==> src/msc_defs.svh <==
// Purpose: Offsets, field positions, reset values for the id screen config bank
// Assumes: Register indices are word indices; byte address is four times the index
// Notes: Definitions only
`ifndef MSC_DEFS_SVH
`define MSC_DEFS_SVH

`define MSC_ADDR_W 5
`define MSC_IDX_MATCH_17 5'h11
`define MSC_IDX_MATCH_18 5'h12
`define MSC_IDX_MATCH_19 5'h13
`define MSC_IDX_CTRL_A 5'h14
`define MSC_IDX_CTRL_B 5'h15
`define MSC_IDX_IF_CFG 5'h16

`define MSC_RST_MATCH 8'h00
`define MSC_RST_CTRL_A 8'h00
`define MSC_RST_CTRL_B 8'h00
`define MSC_RST_IF_CFG 8'h20
`define MSC_RST_BW_CODE 3'h4
`define MSC_RST_START_BITS 8'h01
`define MSC_RST_CMP_BYTES 3'h1

`define MSC_MASK_CTRL_A 8'h7f
`define MSC_MASK_CTRL_B 8'h0f
`define MSC_MASK_IF_CFG 8'h7f

`define MSC_F_START_MSB 6
`define MSC_B_SCREEN_EN 3
`define MSC_B_BYTE_ORG 2
`define MSC_F_SCAN_MSB 1
`define MSC_B_SIDEBAND 6
`define MSC_F_BW_MSB 5
`define MSC_F_BW_LSB 3
`define MSC_B_CONV 2
`define MSC_B_IFBUF 1
`define MSC_B_CERF 0
`define MSC_BW_MAX_CODE 3'h4

`endif

==> src/msc_pkg.sv <==
// Purpose: Types shared by the id screen config bank
// Assumes: Nothing beyond the defs header
// Notes: Bus states are one-hot
package msc_pkg;
    typedef logic [7:0] msc_byte_t;
    typedef enum logic [1:0] {
        MSC_BUS_IDLE = 2'b01,
        MSC_BUS_DONE = 2'b10
    } msc_bus_e;
endpackage

==> src/msc_cfg_if.sv <==
// Purpose: Carries stored config bytes to the decoder and decoded values back
// Assumes: One clock domain
// Notes: No storage in here
`timescale 1ns/1ps
interface msc_cfg_if;
    msc_pkg::msc_byte_t ctrl_a;
    msc_pkg::msc_byte_t ctrl_b;
    msc_pkg::msc_byte_t if_cfg;
    logic [7:0] start_bits;
    logic [2:0] compare_bytes;
    logic bw_valid;
    modport src (output ctrl_a, output ctrl_b, output if_cfg,
                 input start_bits, input compare_bytes, input bw_valid);
    modport dec (input ctrl_a, input ctrl_b, input if_cfg,
                 output start_bits, output compare_bytes, output bw_valid);
endinterface

==> src/msc_cfg_decode.sv <==
// Purpose: Turns stored control fields into start distance and byte count
// Assumes: Inputs come from flops
// Notes: Purely combinational
`timescale 1ns/1ps
`include "msc_defs.svh"
module msc_cfg_decode (
    msc_cfg_if.dec cfg
);
    logic [1:0] scan_code;
    logic byte_org;

    assign scan_code = cfg.ctrl_b[`MSC_F_SCAN_MSB:0];
    assign byte_org = cfg.ctrl_b[`MSC_B_BYTE_ORG];

    assign cfg.start_bits = {1'b0, cfg.ctrl_a[`MSC_F_START_MSB:0]} + 8'h01;

    always_comb begin
        if (byte_org) begin
            cfg.compare_bytes = {1'b0, scan_code} + 3'h1;
        end else begin
            cfg.compare_bytes = (scan_code == 2'h0) ? 3'h1 : 3'h2;
        end
    end

    assign cfg.bw_valid = (cfg.if_cfg[`MSC_F_BW_MSB:`MSC_F_BW_LSB] <= `MSC_BW_MAX_CODE);
endmodule

==> src/msc_screen_config.sv <==
// Purpose: Id screening and IF config register bank on Avalon-MM with waitrequest
// Assumes: Word addressing, one wait state per access, inputs synchronous to MCLK
// Notes: Writes take effect at the edge that sees waitrequest low
//
// The implementer's own choice: register access over Avalon-MM.
`timescale 1ns/1ps
`include "msc_defs.svh"
module msc_screen_config #(
    parameter int DATA_W = 32
) (
    input wire logic MCLK,
    input wire logic SRST,
    input wire logic [`MSC_ADDR_W-1:0] AVS_ADDRESS,
    input wire logic AVS_READ,
    input wire logic AVS_WRITE,
    input wire logic [DATA_W-1:0] AVS_WRITEDATA,
    input wire logic [DATA_W/8-1:0] AVS_BYTEENABLE,
    output logic [DATA_W-1:0] AVS_READDATA,
    output logic AVS_WAITREQUEST,
    input wire logic FRAME_SYNC_FOUND,
    input wire logic BIT_STROBE,
    output logic COMPARE_ACTIVE,
    output logic [7:0] COMPARE_START_BITS,
    output logic ID_SCREEN_ENABLE,
    output logic ID_BYTE_ORGANISATION,
    output logic [1:0] ID_SCAN_BYTE_COUNT,
    output logic [2:0] ID_COMPARE_BYTES,
    output logic [7:0] ID_MATCH_BYTE_17,
    output logic [7:0] ID_MATCH_BYTE_18,
    output logic [7:0] ID_MATCH_BYTE_19,
    output logic SIDEBAND_SELECT,
    output logic [2:0] BANDPASS_WIDTH_SELECT,
    output logic BANDPASS_WIDTH_VALID,
    output logic CONVERSION_SCHEME_SELECT,
    output logic INTERMEDIATE_BUFFER_ENABLE,
    output logic CERAMIC_FILTER_COUNT
);
    localparam int N_ID = 3;

    generate
        if (DATA_W < 16 || DATA_W > 64 || (DATA_W % 8) != 0) begin : g_bad_width
            $error("DATA_W must be a multiple of 8 between 16 and 64");
        end
    endgenerate

    msc_cfg_if cfg ();

    msc_pkg::msc_bus_e bus_st_ff;
    msc_pkg::msc_bus_e nxt_bus_st;
    logic waitreq_ff;
    logic nxt_waitreq;
    logic [DATA_W-1:0] rdata_ff;
    logic [DATA_W-1:0] nxt_rdata;
    msc_pkg::msc_byte_t ctrl_a_ff;
    msc_pkg::msc_byte_t nxt_ctrl_a;
    msc_pkg::msc_byte_t ctrl_b_ff;
    msc_pkg::msc_byte_t nxt_ctrl_b;
    msc_pkg::msc_byte_t if_cfg_ff;
    msc_pkg::msc_byte_t nxt_if_cfg;
    msc_pkg::msc_byte_t match_ff [N_ID];
    msc_pkg::msc_byte_t nxt_match [N_ID];
    logic [7:0] bit_cnt_ff;
    logic [7:0] nxt_bit_cnt;
    logic counting_ff;
    logic nxt_counting;
    logic nxt_active;
    logic req;
    logic wr_fire;
    logic rd_fire;
    logic wr_lane0;
    logic [7:0] start_m1;
    msc_pkg::msc_byte_t rd_byte;

    assign req = AVS_READ | AVS_WRITE;
    assign wr_fire = (bus_st_ff == msc_pkg::MSC_BUS_DONE) && AVS_WRITE;
    assign rd_fire = (bus_st_ff == msc_pkg::MSC_BUS_DONE) && AVS_READ;
    assign wr_lane0 = wr_fire && AVS_BYTEENABLE[0];
    assign start_m1 = {1'b0, ctrl_a_ff[`MSC_F_START_MSB:0]};

    assign cfg.ctrl_a = ctrl_a_ff;
    assign cfg.ctrl_b = ctrl_b_ff;
    assign cfg.if_cfg = if_cfg_ff;

    msc_cfg_decode u_decode (
        .cfg(cfg)
    );

    // Read mux; unmapped indices read zero
    always_comb begin
        rd_byte = 8'h00;
        case (AVS_ADDRESS)
            `MSC_IDX_MATCH_17: rd_byte = match_ff[0];
            `MSC_IDX_MATCH_18: rd_byte = match_ff[1];
            `MSC_IDX_MATCH_19: rd_byte = match_ff[2];
            `MSC_IDX_CTRL_A: rd_byte = ctrl_a_ff;
            `MSC_IDX_CTRL_B: rd_byte = ctrl_b_ff;
            `MSC_IDX_IF_CFG: rd_byte = if_cfg_ff;
            default: rd_byte = 8'h00;
        endcase
    end

    // Bus slave and control registers
    always_comb begin
        nxt_bus_st = bus_st_ff;
        nxt_waitreq = waitreq_ff;
        nxt_rdata = rdata_ff;
        nxt_ctrl_a = ctrl_a_ff;
        nxt_ctrl_b = ctrl_b_ff;
        nxt_if_cfg = if_cfg_ff;
        case (bus_st_ff)
            msc_pkg::MSC_BUS_IDLE: begin
                if (req) begin
                    nxt_bus_st = msc_pkg::MSC_BUS_DONE;
                    nxt_waitreq = 1'b0;
                    nxt_rdata = {{(DATA_W-8){1'b0}}, rd_byte};
                end
            end
            msc_pkg::MSC_BUS_DONE: begin
                // Back to idle even if the master dropped the request early
                nxt_bus_st = msc_pkg::MSC_BUS_IDLE;
                nxt_waitreq = 1'b1;
            end
            default: begin
                nxt_bus_st = msc_pkg::MSC_BUS_IDLE;
                nxt_waitreq = 1'b1;
            end
        endcase
        if (wr_lane0) begin
            case (AVS_ADDRESS)
                `MSC_IDX_CTRL_A: nxt_ctrl_a = AVS_WRITEDATA[7:0] & `MSC_MASK_CTRL_A;
                `MSC_IDX_CTRL_B: nxt_ctrl_b = AVS_WRITEDATA[7:0] & `MSC_MASK_CTRL_B;
                `MSC_IDX_IF_CFG: nxt_if_cfg = AVS_WRITEDATA[7:0] & `MSC_MASK_IF_CFG;
                default: nxt_ctrl_a = ctrl_a_ff;
            endcase
        end
    end

    always_ff @(posedge MCLK) begin
        if (SRST) begin
            bus_st_ff <= msc_pkg::MSC_BUS_IDLE;
            waitreq_ff <= 1'b1;
            rdata_ff <= '0;
            ctrl_a_ff <= `MSC_RST_CTRL_A;
            ctrl_b_ff <= `MSC_RST_CTRL_B;
            if_cfg_ff <= `MSC_RST_IF_CFG;
        end else begin
            bus_st_ff <= nxt_bus_st;
            waitreq_ff <= nxt_waitreq;
            rdata_ff <= nxt_rdata;
            ctrl_a_ff <= nxt_ctrl_a;
            ctrl_b_ff <= nxt_ctrl_b;
            if_cfg_ff <= nxt_if_cfg;
        end
    end

    genvar gi;
    generate
        for (gi = 0; gi < N_ID; gi++) begin : g_match
            always_comb begin
                nxt_match[gi] = match_ff[gi];
                if (wr_lane0 && AVS_ADDRESS == `MSC_ADDR_W'(`MSC_IDX_MATCH_17 + gi)) begin
                    nxt_match[gi] = AVS_WRITEDATA[7:0];
                end
            end
            always_ff @(posedge MCLK) begin
                if (SRST) begin
                    match_ff[gi] <= `MSC_RST_MATCH;
                end else begin
                    match_ff[gi] <= nxt_match[gi];
                end
            end
        end
    endgenerate

    // Bit distance after frame sync
    always_comb begin
        nxt_bit_cnt = bit_cnt_ff;
        nxt_counting = counting_ff;
        nxt_active = COMPARE_ACTIVE;
        if (!ctrl_b_ff[`MSC_B_SCREEN_EN]) begin
            nxt_counting = 1'b0;
            nxt_active = 1'b0;
            nxt_bit_cnt = 8'h00;
        end else if (FRAME_SYNC_FOUND) begin
            // A fresh sync restarts the distance, even mid-compare
            nxt_counting = 1'b1;
            nxt_active = 1'b0;
            nxt_bit_cnt = 8'h00;
        end else if (counting_ff && BIT_STROBE) begin
            nxt_bit_cnt = bit_cnt_ff + 8'h01;
            if (bit_cnt_ff + 8'h01 == cfg.start_bits) begin
                nxt_active = 1'b1;
                nxt_counting = 1'b0;
            end
        end
    end

    always_ff @(posedge MCLK) begin
        if (SRST) begin
            bit_cnt_ff <= 8'h00;
            counting_ff <= 1'b0;
            COMPARE_ACTIVE <= 1'b0;
        end else begin
            bit_cnt_ff <= nxt_bit_cnt;
            counting_ff <= nxt_counting;
            COMPARE_ACTIVE <= nxt_active;
        end
    end

    // Registered outputs; one cycle behind the stored bytes
    always_ff @(posedge MCLK) begin
        if (SRST) begin
            AVS_READDATA <= '0;
            AVS_WAITREQUEST <= 1'b1;
            COMPARE_START_BITS <= `MSC_RST_START_BITS;
            ID_SCREEN_ENABLE <= 1'b0;
            ID_BYTE_ORGANISATION <= 1'b0;
            ID_SCAN_BYTE_COUNT <= 2'h0;
            ID_COMPARE_BYTES <= `MSC_RST_CMP_BYTES;
            ID_MATCH_BYTE_17 <= `MSC_RST_MATCH;
            ID_MATCH_BYTE_18 <= `MSC_RST_MATCH;
            ID_MATCH_BYTE_19 <= `MSC_RST_MATCH;
            SIDEBAND_SELECT <= 1'b0;
            BANDPASS_WIDTH_SELECT <= `MSC_RST_BW_CODE;
            BANDPASS_WIDTH_VALID <= 1'b1;
            CONVERSION_SCHEME_SELECT <= 1'b0;
            INTERMEDIATE_BUFFER_ENABLE <= 1'b0;
            CERAMIC_FILTER_COUNT <= 1'b0;
        end else begin
            AVS_READDATA <= nxt_rdata;
            AVS_WAITREQUEST <= nxt_waitreq;
            COMPARE_START_BITS <= cfg.start_bits;
            ID_SCREEN_ENABLE <= ctrl_b_ff[`MSC_B_SCREEN_EN];
            ID_BYTE_ORGANISATION <= ctrl_b_ff[`MSC_B_BYTE_ORG];
            ID_SCAN_BYTE_COUNT <= ctrl_b_ff[`MSC_F_SCAN_MSB:0];
            ID_COMPARE_BYTES <= cfg.compare_bytes;
            ID_MATCH_BYTE_17 <= match_ff[0];
            ID_MATCH_BYTE_18 <= match_ff[1];
            ID_MATCH_BYTE_19 <= match_ff[2];
            SIDEBAND_SELECT <= if_cfg_ff[`MSC_B_SIDEBAND];
            BANDPASS_WIDTH_SELECT <= if_cfg_ff[`MSC_F_BW_MSB:`MSC_F_BW_LSB];
            BANDPASS_WIDTH_VALID <= cfg.bw_valid;
            CONVERSION_SCHEME_SELECT <= if_cfg_ff[`MSC_B_CONV];
            INTERMEDIATE_BUFFER_ENABLE <= if_cfg_ff[`MSC_B_IFBUF];
            CERAMIC_FILTER_COUNT <= if_cfg_ff[`MSC_B_CERF];
        end
    end
endmodule

==> config.mk <==
export PLATFORM = sky130hd
export DESIGN_NAME = msc_screen_config
export DESIGN_NICKNAME = d
export VERILOG_FILES = /design/src/msc_pkg.sv /design/src/msc_cfg_if.sv /design/src/msc_cfg_decode.sv /design/src/msc_screen_config.sv
export VERILOG_INCLUDE_DIRS = /design/src
export SDC_FILE = /design/constraint.sdc
export NUM_CORES = 1
export LEC_CHECK = 0
export BUFFER_PORTS_ARGS = -buffer_cell sky130_fd_sc_hd__buf_2
export CORE_MARGIN = 5
export CORE_UTILIZATION = 40
export CTS_CLUSTER_DIAMETER = 120
export DETAILED_ROUTE_END_ITERATION = 7
export RECOVER_POWER = 50
export SYNTH_ARGS = -nofsm -noshare
export SYNTH_HDL_FRONTEND = slang
export SYNTH_HIERARCHICAL = 1
export SYNTH_SLANG_ARGS = --single-unit
==> constraint.sdc <==
create_clock -name MCLK -period 4.7 [get_ports MCLK]
set_input_delay 0.47 -clock MCLK [delete_from_list [all_inputs] [get_ports MCLK]]
set_output_delay 0.47 -clock MCLK [all_outputs]
set_load 0.02 [all_outputs]
## After elaboration in Yosys (flattened, before gate mapping)

Memory sizes are Yosys's and may differ from the RTL's.
Index checks and enable logic that the tools add are counted.

| storage, ports and cells | value |
|---|---|
| output and inout bits | 81 |
| word-level logic and storage cells | 76 |
| register bits | 86 |
| bits in writable memories | 24 |
| input port bits | 47 |
| memories kept | 1 |

Memories:

| memory | depth | bits a word | read ports | clocked after memory_dff | write ports | RTL line | text |
|---|---|---|---|---|---|---|---|
| match_ff | 3 | 8 | 3 | 0 | 3 | msc_screen_config.sv:60 | `msc_pkg::msc_byte_t match_ff [N_ID];` |

| cells by class | value |
|---|---|
| bitwise gates (word level) | 6 |
| multiplexer cells | 15 |
| reduce and logical (&&, ||, !) cells | 18 |
| $lt $le $gt $ge | 1 |
| add/subtract/negate cells | 3 |
| eq/ne operators | 9 |

Operator list:

| kind | number |
|---|---|
| $mux 8 | 6 |
| $pmux 8 s6 | 1 |
| $eq 5x5->1 const B | 6 |
| $reduce_and 2->1 | 6 |
| $add 7x1->8 const B | 1 |
| $add 8x1->8 const B | 1 |
| $eq 8x8->1 | 1 |
| $logic_and 1x1->1 | 6 |
| $mux 1 | 6 |
| $or 1x1->1 | 4 |
| $reduce_bool 2->1 | 2 |
| $reduce_or 2->1 | 2 |
| $add 2x1->3 const B | 1 |
| $le 3x3->1 const B | 1 |
| $mux 3 | 1 |
| $reduce_or 3->1 | 1 |
| $eq 2x1->1 const B | 1 |
| $eq 2x2->1 const B | 1 |
| $logic_not 2->1 | 1 |
| $mux 2 | 1 |
| $not 1->1 | 2 |

## Longest topological paths before layout

Gate-level depths: netlist of the first run.

| depth | value |
|---|---|
| depth after elaboration | 6 |
| depth in mapped cells | 9 |
| mapped depth without buffers | 9 |

## Cells and area by module

Netlist of the first run, hierarchy kept.

Modules (own cells, without submodules):

| module | seq. area each (um^2) | times used | area each (um^2) | cells an instance |
|---|---|---|---|---|
| msc_screen_config | 2182.1 | 1 | 4361.7 | 434 |
| msc_cfg_decode | 0.0 | 1 | 158.9 | 23 |

## Worst setup path after synthesis of the first run

OpenSTA, ideal clock, no wires.

| timing path | value |
|---|---|
| path type | reg2reg |
| start | register ctrl_a_ff[0] (netlist: cfg.ctrl_a[0]) |
| end | register counting_ff |
| slack | 2.677 ns |
| stages on the path, launching flop included | 10 |
| buffers on the path | 0 |
| arrival | 1.897 ns |
| cells stage by stage | dfxtp_1 -> ha_1 -> nand3_1 -> nor2_1 -> xor2_1 -> or2b_1 -> a21oi_1 -> o21ai_1 -> a211oi_2 -> o21ai_0 |

| between the ends | value |
|---|---|
| word-level cells in the longest chain between the ends | 4 |

RTL lines:

| element | RTL line | text |
|---|---|---|
| start, declared | msc_screen_config.sv:54 | `msc_pkg::msc_byte_t ctrl_a_ff;` |
| start signal, assigned | msc_screen_config.sv:143 | `` ctrl_a_ff <= `MSC_RST_CTRL_A; `` |
| start signal, assigned | msc_screen_config.sv:150 | `ctrl_a_ff <= nxt_ctrl_a;` |
| $add 7x1->8 | msc_cfg_decode.sv:15 | `` assign cfg.start_bits = {1'b0, cfg.ctrl_a[`MSC_F_START_MSB:0]} + 8'h01; `` |
| net cfg.start_bits[6] | msc_cfg_if.sv:9 | `logic [7:0] start_bits;` |
| $eq 8x8->1 | msc_screen_config.sv:191 | `if (bit_cnt_ff + 8'h01 == cfg.start_bits) begin` |
| $reduce_bool 2->1 (no source line) | -- |  |
| $reduce_and 2->1 (no source line) | -- |  |
| end signal, assigned | msc_screen_config.sv:205 | `counting_ff <= nxt_counting;` |
| end, declared | msc_screen_config.sv:64 | `logic counting_ff;` |

The timed path passes the listed nets, and every way through them passes these cells.
A chain may end at the register's enable or synchronous reset.

## Worst setup path after layout of the first run

Ends and elaborated chain as after synthesis.

==> reports/summary.txt, run 1 <==
Adder-cell share of the synthesized area: 0.0111
Worst path arrival time: 2.65 ns
Worst setup SP type: flop
Tightest Pin Transition: 1.90 ns
Setup CP Type: flop to flop
Max IR drop VDD: 0.201 mV
Failing checks: max-capacitance violations, max-slew violations
Setup ws final: 2.29 ns
PortBufs: 76
Final Max Tran Viols: 47
Worst skew pair latency: 0.36 ns
Post-DP HPWL: 7030 um
RSZ-0062 raised after global routing: false
Pleak: 0.00197 uW
Post-synthesis xor/xnor area fraction: 0.0310
Drt total wl: 9790 um
Setup violators final: 0
Layout Area Growth over Synthesis: 13.4%
Worst hold slack: 0.329 ns
Register area share after synthesis: 0.483
FFs w/ async S/R, synth: 0
DRT Pass-1 Iters: 4
Main flop type after synthesis: dfxtp_1
Die Area: 13500 um^2
Largest family of logic cells by synthesized area: simple AND/OR/NAND/NOR gates
Die Ht: 116 um
Mapped Avg Cell Area: 9.89 um^2
Cell Chain, Critical Path: ha_1 -> nand3_1 -> nor2_1 -> xor2_1 -> or2b_1 -> a21oi_1 -> o21ai_1 -> a211oi_2 -> o21ai_0
CORE AREA: 10900 um^2
Initial Util: 0.413
Path depth of the worst reg2reg path: 9
Syn Std Cell Area: 4520 um^2
Footprint of the multi-input gates: 2100 um^2
Routed len/inst: 14.7 um
Netlist cell types: 52
Number of synthesized flops with an enable pin: 0
Hold endpoint: counting_ff
Fillers: 1082
Internal reg-to-reg setup slack: 2.29 ns
Clk_skew: 0.00708 ns
Overall Power: 1840 uW
Crit Reg-Reg Endpoint: counting_ff
First-pass GRT wire length: 15500 um
Worst-path fanout max: 5
Final hold vios: 0
Min-delay src: FRAME_SYNC_FOUND
Max-cap violations: 1
Largest net degree at the start of global routing: 54
Initial antenna violation count: 0
N_diodes: 0
Reg area: 2180 um^2
Fin nets: 573
Worst EP required: 4.93 ns
Fin crit period: 2.41 ns
Dpl ws: 2.12 ns
Max layer used: met4
Pwr Density: 359 nW/um^2
Postcts setup bufs: 0
Io pins: 128
Period utilization: 0.513
Vias in the first global route: 3011
Multiplexer share of the synthesized area: 0.130
Share of post-route cells with drive strength above 1: 0.116
Cells after synthesis: 457
Placed cells: 651
CP endpoint kind: flop
Congestion Overflow GR: 0
Met3 wire length: 565 um
Clock buffer depth: 2
FP Rows: 38
Vias/cell: 4.76
Status: finished with violations
CTS buffer count: 9
Die width: 116 um
Total clock sinks: 109
Slew Limit Headroom: -0.268
PostCTS Resize Cnt: 0
Worst path max stage delay: 0.43 ns
Setup TNS: 0 ns
Slowest-stage cell, CP: xor2_1
GRT Total Usage: 0.148
Met2 wire len: 4400 um
CTS hold repair buffers: 0
Fin cells: 667
Hold Path Class: input port to flop
Clk root buf: clkbuf_16
FMAX: 0.414 GHz
DRT iter0 DRCs: 169
Clk slew on worst S/H paths: 0.07 ns
Number of routed nets with antenna violations: 0
#FFs+latches synth: 109
GPL Wtd Cong: 0.775
Synth Area in Simple Gates: 0.203
Worst Hold Path Cells: 3
Synth warn: 6
CTS H-tree lvls: 3
CTS tree: done
Compound-cell area share of the yosys netlist: 0.0695
Worst r2r src: cfg.ctrl_a[0]
Routed length on met1: 4670 um
Vias: 3177
DRC: 0
[cell usage after synthesis, drive strengths merged, types with 2 or more instances]
cell | number | area [um^2]
dfxtp | 109 | 2180
nor2 | 59 | 231
mux2i | 53 | 531
nor2b | 47 | 297
buf | 32 | 249
nand2 | 21 | 81.3
o21ai | 19 | 95.1
clkbuf | 14 | 52.6
a21oi | 11 | 55.1
nand3 | 9 | 50.1
xor2 | 9 | 78.8
a22oi | 8 | 60.1
xnor2 | 7 | 61.3
inv | 6 | 22.5
or3 | 6 | 38.8
mux2 | 5 | 56.3
o221ai | 5 | 43.8
or2 | 5 | 33.8
and3 | 4 | 26.3
ha | 4 | 50.1
nor3b | 4 | 45.1
nor3 | 3 | 26.3
or2b | 2 | 16.3
[how the worst max path moves through the flow]
stage	startpoint	slack, ns	depth (start not counted)	end
3_5_place_dp	AVS_ADDRESS[4]	2.12	7	match_ff[0][3]
6_report	cfg.ctrl_a[0]	2.29	9	counting_ff
5_1_grt	SRST	2.02	3	COMPARE_START_BITS[4]
4_1_cts	cfg.ctrl_a[0]	2.25	9	counting_ff
3_3_place_gp	AVS_ADDRESS[4]	2.16	7	match_ff[0][1]
2_1_floorplan	cfg.ctrl_a[0]	2.68	9	counting_ff
[sequential cells by signal (all words and copies together) (netlist names), 4 cells and up]
signal,cells
ID_MATCH_BYTE_19,8
cfg.if_cfg,7
ID_MATCH_BYTE_17,8
AVS_READDATA,8
match_ff,24
cfg.ctrl_b,4
bit_cnt_ff,8
ID_MATCH_BYTE_18,8
COMPARE_START_BITS,8
cfg.ctrl_a,7
[per-layer routing]
metal,GRT usage,vias to the layer above
li1,-,1612
met4,0.0565,0
met5,0,-
met3,0.0342,9
met2,0.231,86
met1,0.200,1470
[through the flow]
step | utilization | cell area, um^2
global placement | 0.445 | 4870
global route | 0.469 | 5130
CTS | 0.476 | 5200
floorplan | - | 4610
detailed placement | 0.445 | 4870
finish | 0.469 | 5130
[worst max-delay path: cells and delay by family, from the launching register on]
family	cells	cell delay [ns]
and+or+nand+nor	3	0.57
xor gates and xnor gates	1	0.43
AOI/OAI and AO/OA	4	0.67
adders and majority gates	1	0.21
DFF	1	0.41
[cell families (layout without fill, tap and decap cells)]
| logic type | after synthesis | count (layout) |
|---|---|---|
| other | 1 | 24 |
| muxes | 58 | 58 |
| adders and majority gates | 4 | 4 |
| and+or+nand+nor | 168 | 168 |
| DFF | 109 | 109 |
| AOI/OAI and AO/OA | 49 | 49 |
| xor gates and xnor gates | 16 | 16 |
| buffers and inverters | 52 | 99 |
[cell usage in the layout (no fill, tap or decap), drive strengths merged, types with 2 or more instances in the layout]
cell / netlist / layout
and3: 4 / 4
nor3: 3 / 3
nor2b: 47 / 47
or2b: 2 / 2
a21oi: 11 / 11
nor2: 59 / 59
nand2: 21 / 21
or2: 5 / 5
nor3b: 4 / 4
conb: 1 / 24
mux2i: 53 / 53
nand3: 9 / 9
o21ai: 19 / 19
ha: 4 / 4
or3: 6 / 6
o221ai: 5 / 5
clkbuf: 14 / 69
bufinv: 0 / 2
xnor2: 7 / 7
xor2: 9 / 9
buf: 32 / 19
inv: 6 / 9
a22oi: 8 / 8
mux2: 5 / 5
dfxtp: 109 / 109
[final cells by class]
| type | instances | area share |
|---|---|---|
| clock buffers | 11 | 0.0473 |
| clock inverters | 5 | 0.0173 |
| inverters | 6 | 0.00439 |
| multi-input cells | 319 | 0.410 |
| flip-flops and latches | 109 | 0.426 |
| well taps | 140 | 0.0342 |
| repair buffers | 77 | 0.0615 |
[power breakdown]
part | internal (uW) | switching (uW)
combinational | 16.1 | 57.4
sequential | 924 | 1.31
clock | 490 | 353
(Power assumes the default switching activity.)
==> run 2, diff against run 1 <==
- ABC_AREA: unset -> 1
- clock period: 4.7 -> 2.4 ns (I/O delays scaled with it)
==> run 2 against run 1 <==
Compared with the run above: the run now ends clean; via count up 15%; wire length up 9.0%; count of clock-buffer cells in the layout unchanged; first-iteration DRC count up 27%; die area down 1.4%; hold slack worse by 0.20 ns; sequential share of layout area up 1.5 points; highest routed layer unchanged.
==> reports/summary.txt, run 2 <==
Slew Limit Headroom: 0.218
Synth top cells by count: dfxtp_1 (109), inv_1 (88), nor2_1 (71)
Hold endpoint: counting_ff
Initial Util: 0.409
Vias in the first global route: 3586
Netlist cell types: 38
Fin cells: 779
Mapped Avg Cell Area: 7.92 um^2
Final hold vios: 0
Max IR drop VDD: 0.259 mV
Total clock sinks: 109
Most frequent cells in the layout: dfxtp_1 (109), inv_1 (88), nor2_1 (72)
Pleak: 0.00199 uW
Worst EP required: 2.65 ns
Largest net degree at the start of global routing: 48
Worst path max stage delay: 0.84 ns
CP endpoint kind: flop
Cell internal pwr: 2340 uW
Worst Hold Path Cells: 3
GPL Wtd Cong: 0.838
CTS tree: done
Switch share: 0.242
Setup CP Type: input port to flop
FFs w/ async S/R, synth: 0
Reg with most FFs: match_ff
PortBufs: 76
CTS hold repair buffers: 0
Fin nets: 686
Clk slew on worst S/H paths: 0.10 ns
Vias/cell: 4.70
Max-cap violations: 0
Min-delay src: FRAME_SYNC_FOUND
Routed len/inst: 13.7 um
Syn Std Cell Area: 4450 um^2
DRC: 0
Die Area: 13300 um^2
Status: finished clean
Internal reg-to-reg setup slack: 0.67 ns
Worst-path fanout max: 47
Psw: 745 uW
N_diodes: 0
DRT Pass-1 Iters: 4
Clock buffer depth: 2
Worst setup SP type: input port
Final Max Tran Viols: 0
Vias: 3658
Pwr Density: 622 nW/um^2
Tightest Pin Transition: 1.17 ns
Clk_skew: 0.00877 ns
Most frequent cell after synthesis: dfxtp_1
Worst skew pair latency: 0.37 ns
CORE AREA: 10900 um^2
Sequential share of power: 0.592
Slowest-stage cell, CP: clkbuf_1
Number of synthesized flops with an enable pin: 0
CTS H-tree lvls: 3
Initial antenna violation count: 0
Worst r2r src: cfg.ctrl_a[0]
FMAX: 0.569 GHz
RSZ-0062 raised after global routing: false
Period utilization: 0.732
DRT iter0 DRCs: 215
Share of post-route cells with drive strength above 1: 0.122
Io pins: 128
Cell Chain, Critical Path: clkbuf_1 -> inv_1 -> clkbuf_2 -> o21ai_0 -> a21oi_1
First-pass GRT wire length: 17500 um
Congestion Overflow GR: 0
Die Ht: 115 um
Cells after synthesis: 562
Post-DP HPWL: 7920 um
Worst path arrival time: 2.01 ns
#FFs+latches synth: 109
Postcts setup bufs: 0
Drt total wl: 10700 um
Fin crit period: 1.76 ns
Combinational share of power: 0.060
Layout Area Growth over Synthesis: 11.4%
Number of routed nets with antenna violations: 0
CTS buffer count: 9
Main flop type after synthesis: dfxtp_1
Area contributors post-synth: dfxtp_1 (49%), inv_1 (7.4%), nor2_1 (6.0%)
PostCTS Resize Cnt: 0
Setup TNS: 0 ns
Hold Path Class: input port to flop
Clk root buf: clkbuf_8
Clock power share: 0.348
FP Rows: 38
Leading cell type in the layout, fill and taps excluded: dfxtp_1
GRT Total Usage: 0.166
Top-area cell type share of the netlist area: 0.490
Largest area contributor in the netlist: dfxtp_1
Die width: 115 um
Register area share after synthesis: 0.490
Path depth of the worst reg2reg path: 10
Setup violators final: 0
Crit Reg-Reg Endpoint: counting_ff
Placed cells: 764
Max reg flops: 24
Synth warn: 6
-- run 2: worst max-delay path: cells and delay by family --
kind	cells	cell delay, ns
compound gates	2	0.31
buf+inv	3	1.44
-- run 2: power groups by stage --
stage	Clock, uW	Sequential, uW	Combinational [uW]
floorplan	0	1880	136
global placement	0	1870	184
detailed placement	0	1870	186
CTS	1100	1830	186
global route	1170	1830	204
finish	1070	1830	186
-- run 2: routing by layer --
| metal | vias up | global-route usage | part of all wire |
|---|---|---|---|
| met5 | - | 0 | 0 |
| met4 | 0 | 0.0556 | 0.018 |
| met3 | 16 | 0.0355 | 0.065 |
| met2 | 109 | 0.281 | 0.48 |
| met1 | 1645 | 0.212 | 0.43 |
| li1 | 1888 | - | - |
-- run 2: kinds of logic after synthesis --
group,share of synthesized area
AND/OR/NAND/NOR,0.180
AO/OA/AOI/OAI,0.169
buffers and inverters,0.141
flip-flops,0.490
XOR/XNOR,0.00788
adder cells (fa/ha/maj),0.0112
other,0.000843
-- run 2: stage by stage --
stage | setup slack (ns) | utilization | power [uW] | hold slack, ns | area, um^2
floorplan | 0.914 | - | 2010 | 0.370 | 4540
CTS | 0.672 | 0.461 | 3110 | 0.121 | 5020
global route | 0.424 | 0.455 | 3200 | 0.160 | 4960
global placement | 0.732 | 0.444 | 2050 | 0.445 | 4840
detailed placement | 0.686 | 0.444 | 2050 | 0.449 | 4840
finish | 0.643 | 0.455 | 3080 | 0.133 | 4960
-- run 2: area by class of cell --
cell class                 count  area [um^2]
fill                        1128         5930
sequential                   109         2180
multi-input combinational    342         1720
inverter                      94          353
timing repair buffer          79          342
tap                          140          175
clock buffer                  11          131
clock inverter                 4         50.0
-- run 2: how the worst max path moves through the flow --
stage	start	to	slack, ns	cells after the start
2_1_floorplan	cfg.ctrl_a[0]	counting_ff	0.91	10
3_3_place_gp	cfg.ctrl_a[0]	counting_ff	0.73	10
3_5_place_dp	cfg.ctrl_a[0]	counting_ff	0.69	10
4_1_cts	cfg.ctrl_a[0]	counting_ff	0.67	10
5_1_grt	SRST	match_ff[2][0]	0.42	5
6_report	SRST	AVS_READDATA[3]	0.64	5
==> run 3, diff against run 2 <==
- clock period: 2.4 -> 1.7 ns (I/O delays scaled with it)
==> run 3 against run 2 <==
Compared with the run above: combinational power up 44%; via count grew 1.1%; sequential share of layout area shrank 0.36 points; count of clock-buffer cells in the layout is 1 higher; wire length grew 1.8%; critical path depth is 6 higher; hold slack worse by 0.063 ns; largest cell class unchanged.
==> reports/summary.txt, run 3 (synthesis results as in run 2) <==
Status: finished clean
Die width: 115 um
Worst path arrival time: 1.81 ns
FMAX: 0.650 GHz
Congestion Overflow GR: 0
Pleak: 0.00202 uW
CP endpoint kind: flop
GRT Total Usage: 0.168
Initial Util: 0.409
Most frequent cells in the layout: dfxtp_1 (105), inv_1 (88), nor2_1 (71)
Worst skew pair latency: 0.38 ns
Fin crit period: 1.54 ns
Slew Limit Headroom: 0.665
Path depth of the worst reg2reg path: 11
Die Area: 13300 um^2
Initial antenna violation count: 0
Worst-path fanout max: 6
Io pins: 128
Clk_skew: 0.0161 ns
Vias/cell: 4.72
PortBufs: 76
Worst setup SP type: flop
First-pass GRT wire length: 17400 um
N_diodes: 0
Layout Area Growth over Synthesis: 12.9%
Max reg flops: 24
DRT iter0 DRCs: 217
Cell Chain, Critical Path: nand2_1 -> inv_1 -> nand3_1 -> nand2_1 -> inv_1 -> nand3_1 -> nand2_1 -> nor2_1 -> nand3_2 -> nand2_1 -> a21oi_2
Fin cells: 783
RSZ-0062 raised after global routing: false
Drt total wl: 10900 um
Clk root buf: clkbuf_8
DRC: 0
Clock power share: 0.342
Busiest grt layer: met2
Max IR drop VDD: 0.450 mV
CTS H-tree lvls: 3
Worst r2r src: cfg.ctrl_a[3]
Bufs and invs on worst path: 2
Setup TNS: 0 ns
Crit Reg-Reg Endpoint: counting_ff
Largest net degree at the start of global routing: 33
Fin nets: 692
Sequential share of power: 0.596
Setup violators final: 0
Grt met3 use: 0.0261
Tightest Pin Transition: 0.503 ns
Post-layout util: 0.461
CP dominant cell by count: nand2_1
Max-cap violations: 0
Clk slew on worst S/H paths: 0.09 ns
Reg with most FFs: match_ff
CTS buffer count: 9
Met2 Use GR: 0.280
Final hold vios: 0
Vias: 3698
Post-DP HPWL: 8050 um
Switch share: 0.245
Clock buffer depth: 2
Hold Path Class: input port to flop
Reg area: 2190 um^2
Min-delay src: FRAME_SYNC_FOUND
Period utilization: 0.905
Leading cell type in the layout, fill and taps excluded: dfxtp_1
Combinational share of power: 0.062
GPL Wtd Cong: 0.832
Top Family by Delay on Critical Path: simple AND/OR/NAND/NOR gates
Footprint of the multi-input gates: 1740 um^2
Number of routed nets with antenna violations: 0
CORE AREA: 10900 um^2
Worst path max stage delay: 0.46 ns
Internal reg-to-reg setup slack: 0.16 ns
DRT Pass-1 Iters: 4
Setup CP Type: flop to flop
FP Rows: 38
Final Max Tran Viols: 0
Die Ht: 115 um
Postcts setup bufs: 0
Cell internal pwr: 3260 uW
Slowest-stage cell, CP: dfxtp_1
Worst Hold Path Cells: 3
GR Util met1: 0.207
Hold endpoint: counting_ff
Share of post-route cells with drive strength above 1: 0.138
Fillers: 1108
Pwr Density: 860 nW/um^2
CTS tree: done
Routed len/inst: 13.9 um
Psw: 1060 uW
Placed cells: 769
Total clock sinks: 109
Worst EP required: 1.97 ns
Vias in the first global route: 3615
==> run 3: cell types whose count changed in the layout (fill, tap and decap cells not counted), sizes merged <==
cell and delta:
dlygate4sd3 +1, clkbuf +3, clkinvlp -1, bufinv -1, buf +3, clkinv -1
==> run 3: how the worst max path moves through the flow <==
| stage | start | to | slack, ns | cells after the start |
|---|---|---|---|---|
| final | cfg.ctrl_a[3] | counting_ff | 0.16 | 11 |
| after global routing | bit_cnt_ff[1] | counting_ff | 0.004 | 10 |
| after CTS | cfg.ctrl_a[1] | counting_ff | 0.03 | 10 |
| after detailed placement | cfg.ctrl_a[1] | counting_ff | 0.04 | 10 |
| after global placement | cfg.ctrl_a[1] | counting_ff | 0.1 | 10 |
| after floorplan | cfg.ctrl_a[0] | counting_ff | 0.21 | 10 |
==> run 3: power by group through the flow <==
stage	logic, uW	registers, uW	clock network, uW
2_1_floorplan	193	2650	0
5_1_grt	293	2580	1620
6_report	267	2570	1480
3_5_place_dp	267	2640	0
3_3_place_gp	265	2640	0
4_1_cts	270	2580	1510
==> run 3: layout make-up <==
type / instances / area share
clock buffers: 12 / 0.0329
clock inverters: 1 / 0.00150
inverters: 94 / 0.0703
multi-input cells: 342 / 0.347
flip-flops and latches: 109 / 0.437
well taps: 140 / 0.0349
repair buffers: 85 / 0.0770
==> run 3: metrics by stage <==
step | setup slack (ns) | power [uW] | hold WS, ns | instance area (um^2)
after detailed placement | 0.0408 | 2900 | 0.399 | 4880
after global placement | 0.0951 | 2900 | 0.407 | 4880
after CTS | 0.0254 | 4350 | 0.0453 | 5060
final | 0.161 | 4320 | 0.0703 | 5020
after floorplan | 0.214 | 2840 | 0.300 | 4540
after global routing | 0.00449 | 4490 | 0.0597 | 5020
==> run 3: worst reg2reg max path, stage by stage (launching register included) <==
cell and delay [ns]:
dfxtp_1 0.46, nand2_1 0.14, inv_1 0.08, nand3_1 0.09, nand2_1 0.12, inv_1 0.07
nand3_1 0.08, nand2_1 0.06, nor2_1 0.11, nand3_2 0.11, nand2_1 0.08, a21oi_2 0.05
==> run 3: timing repair <==
action                                  4_1_cts  5_1_grt
endpoints found under the setup margin        0        2
gates resized for setup                       0       10
endpoints found under the hold margin         1        0
hold buffers                                  1        0
==> run 3: per-layer routing <==
metal,up-vias,wire [um]
li1,1892,-
met1,1678,4750
met2,106,5160
met3,22,610
met4,0,337
met5,-,0
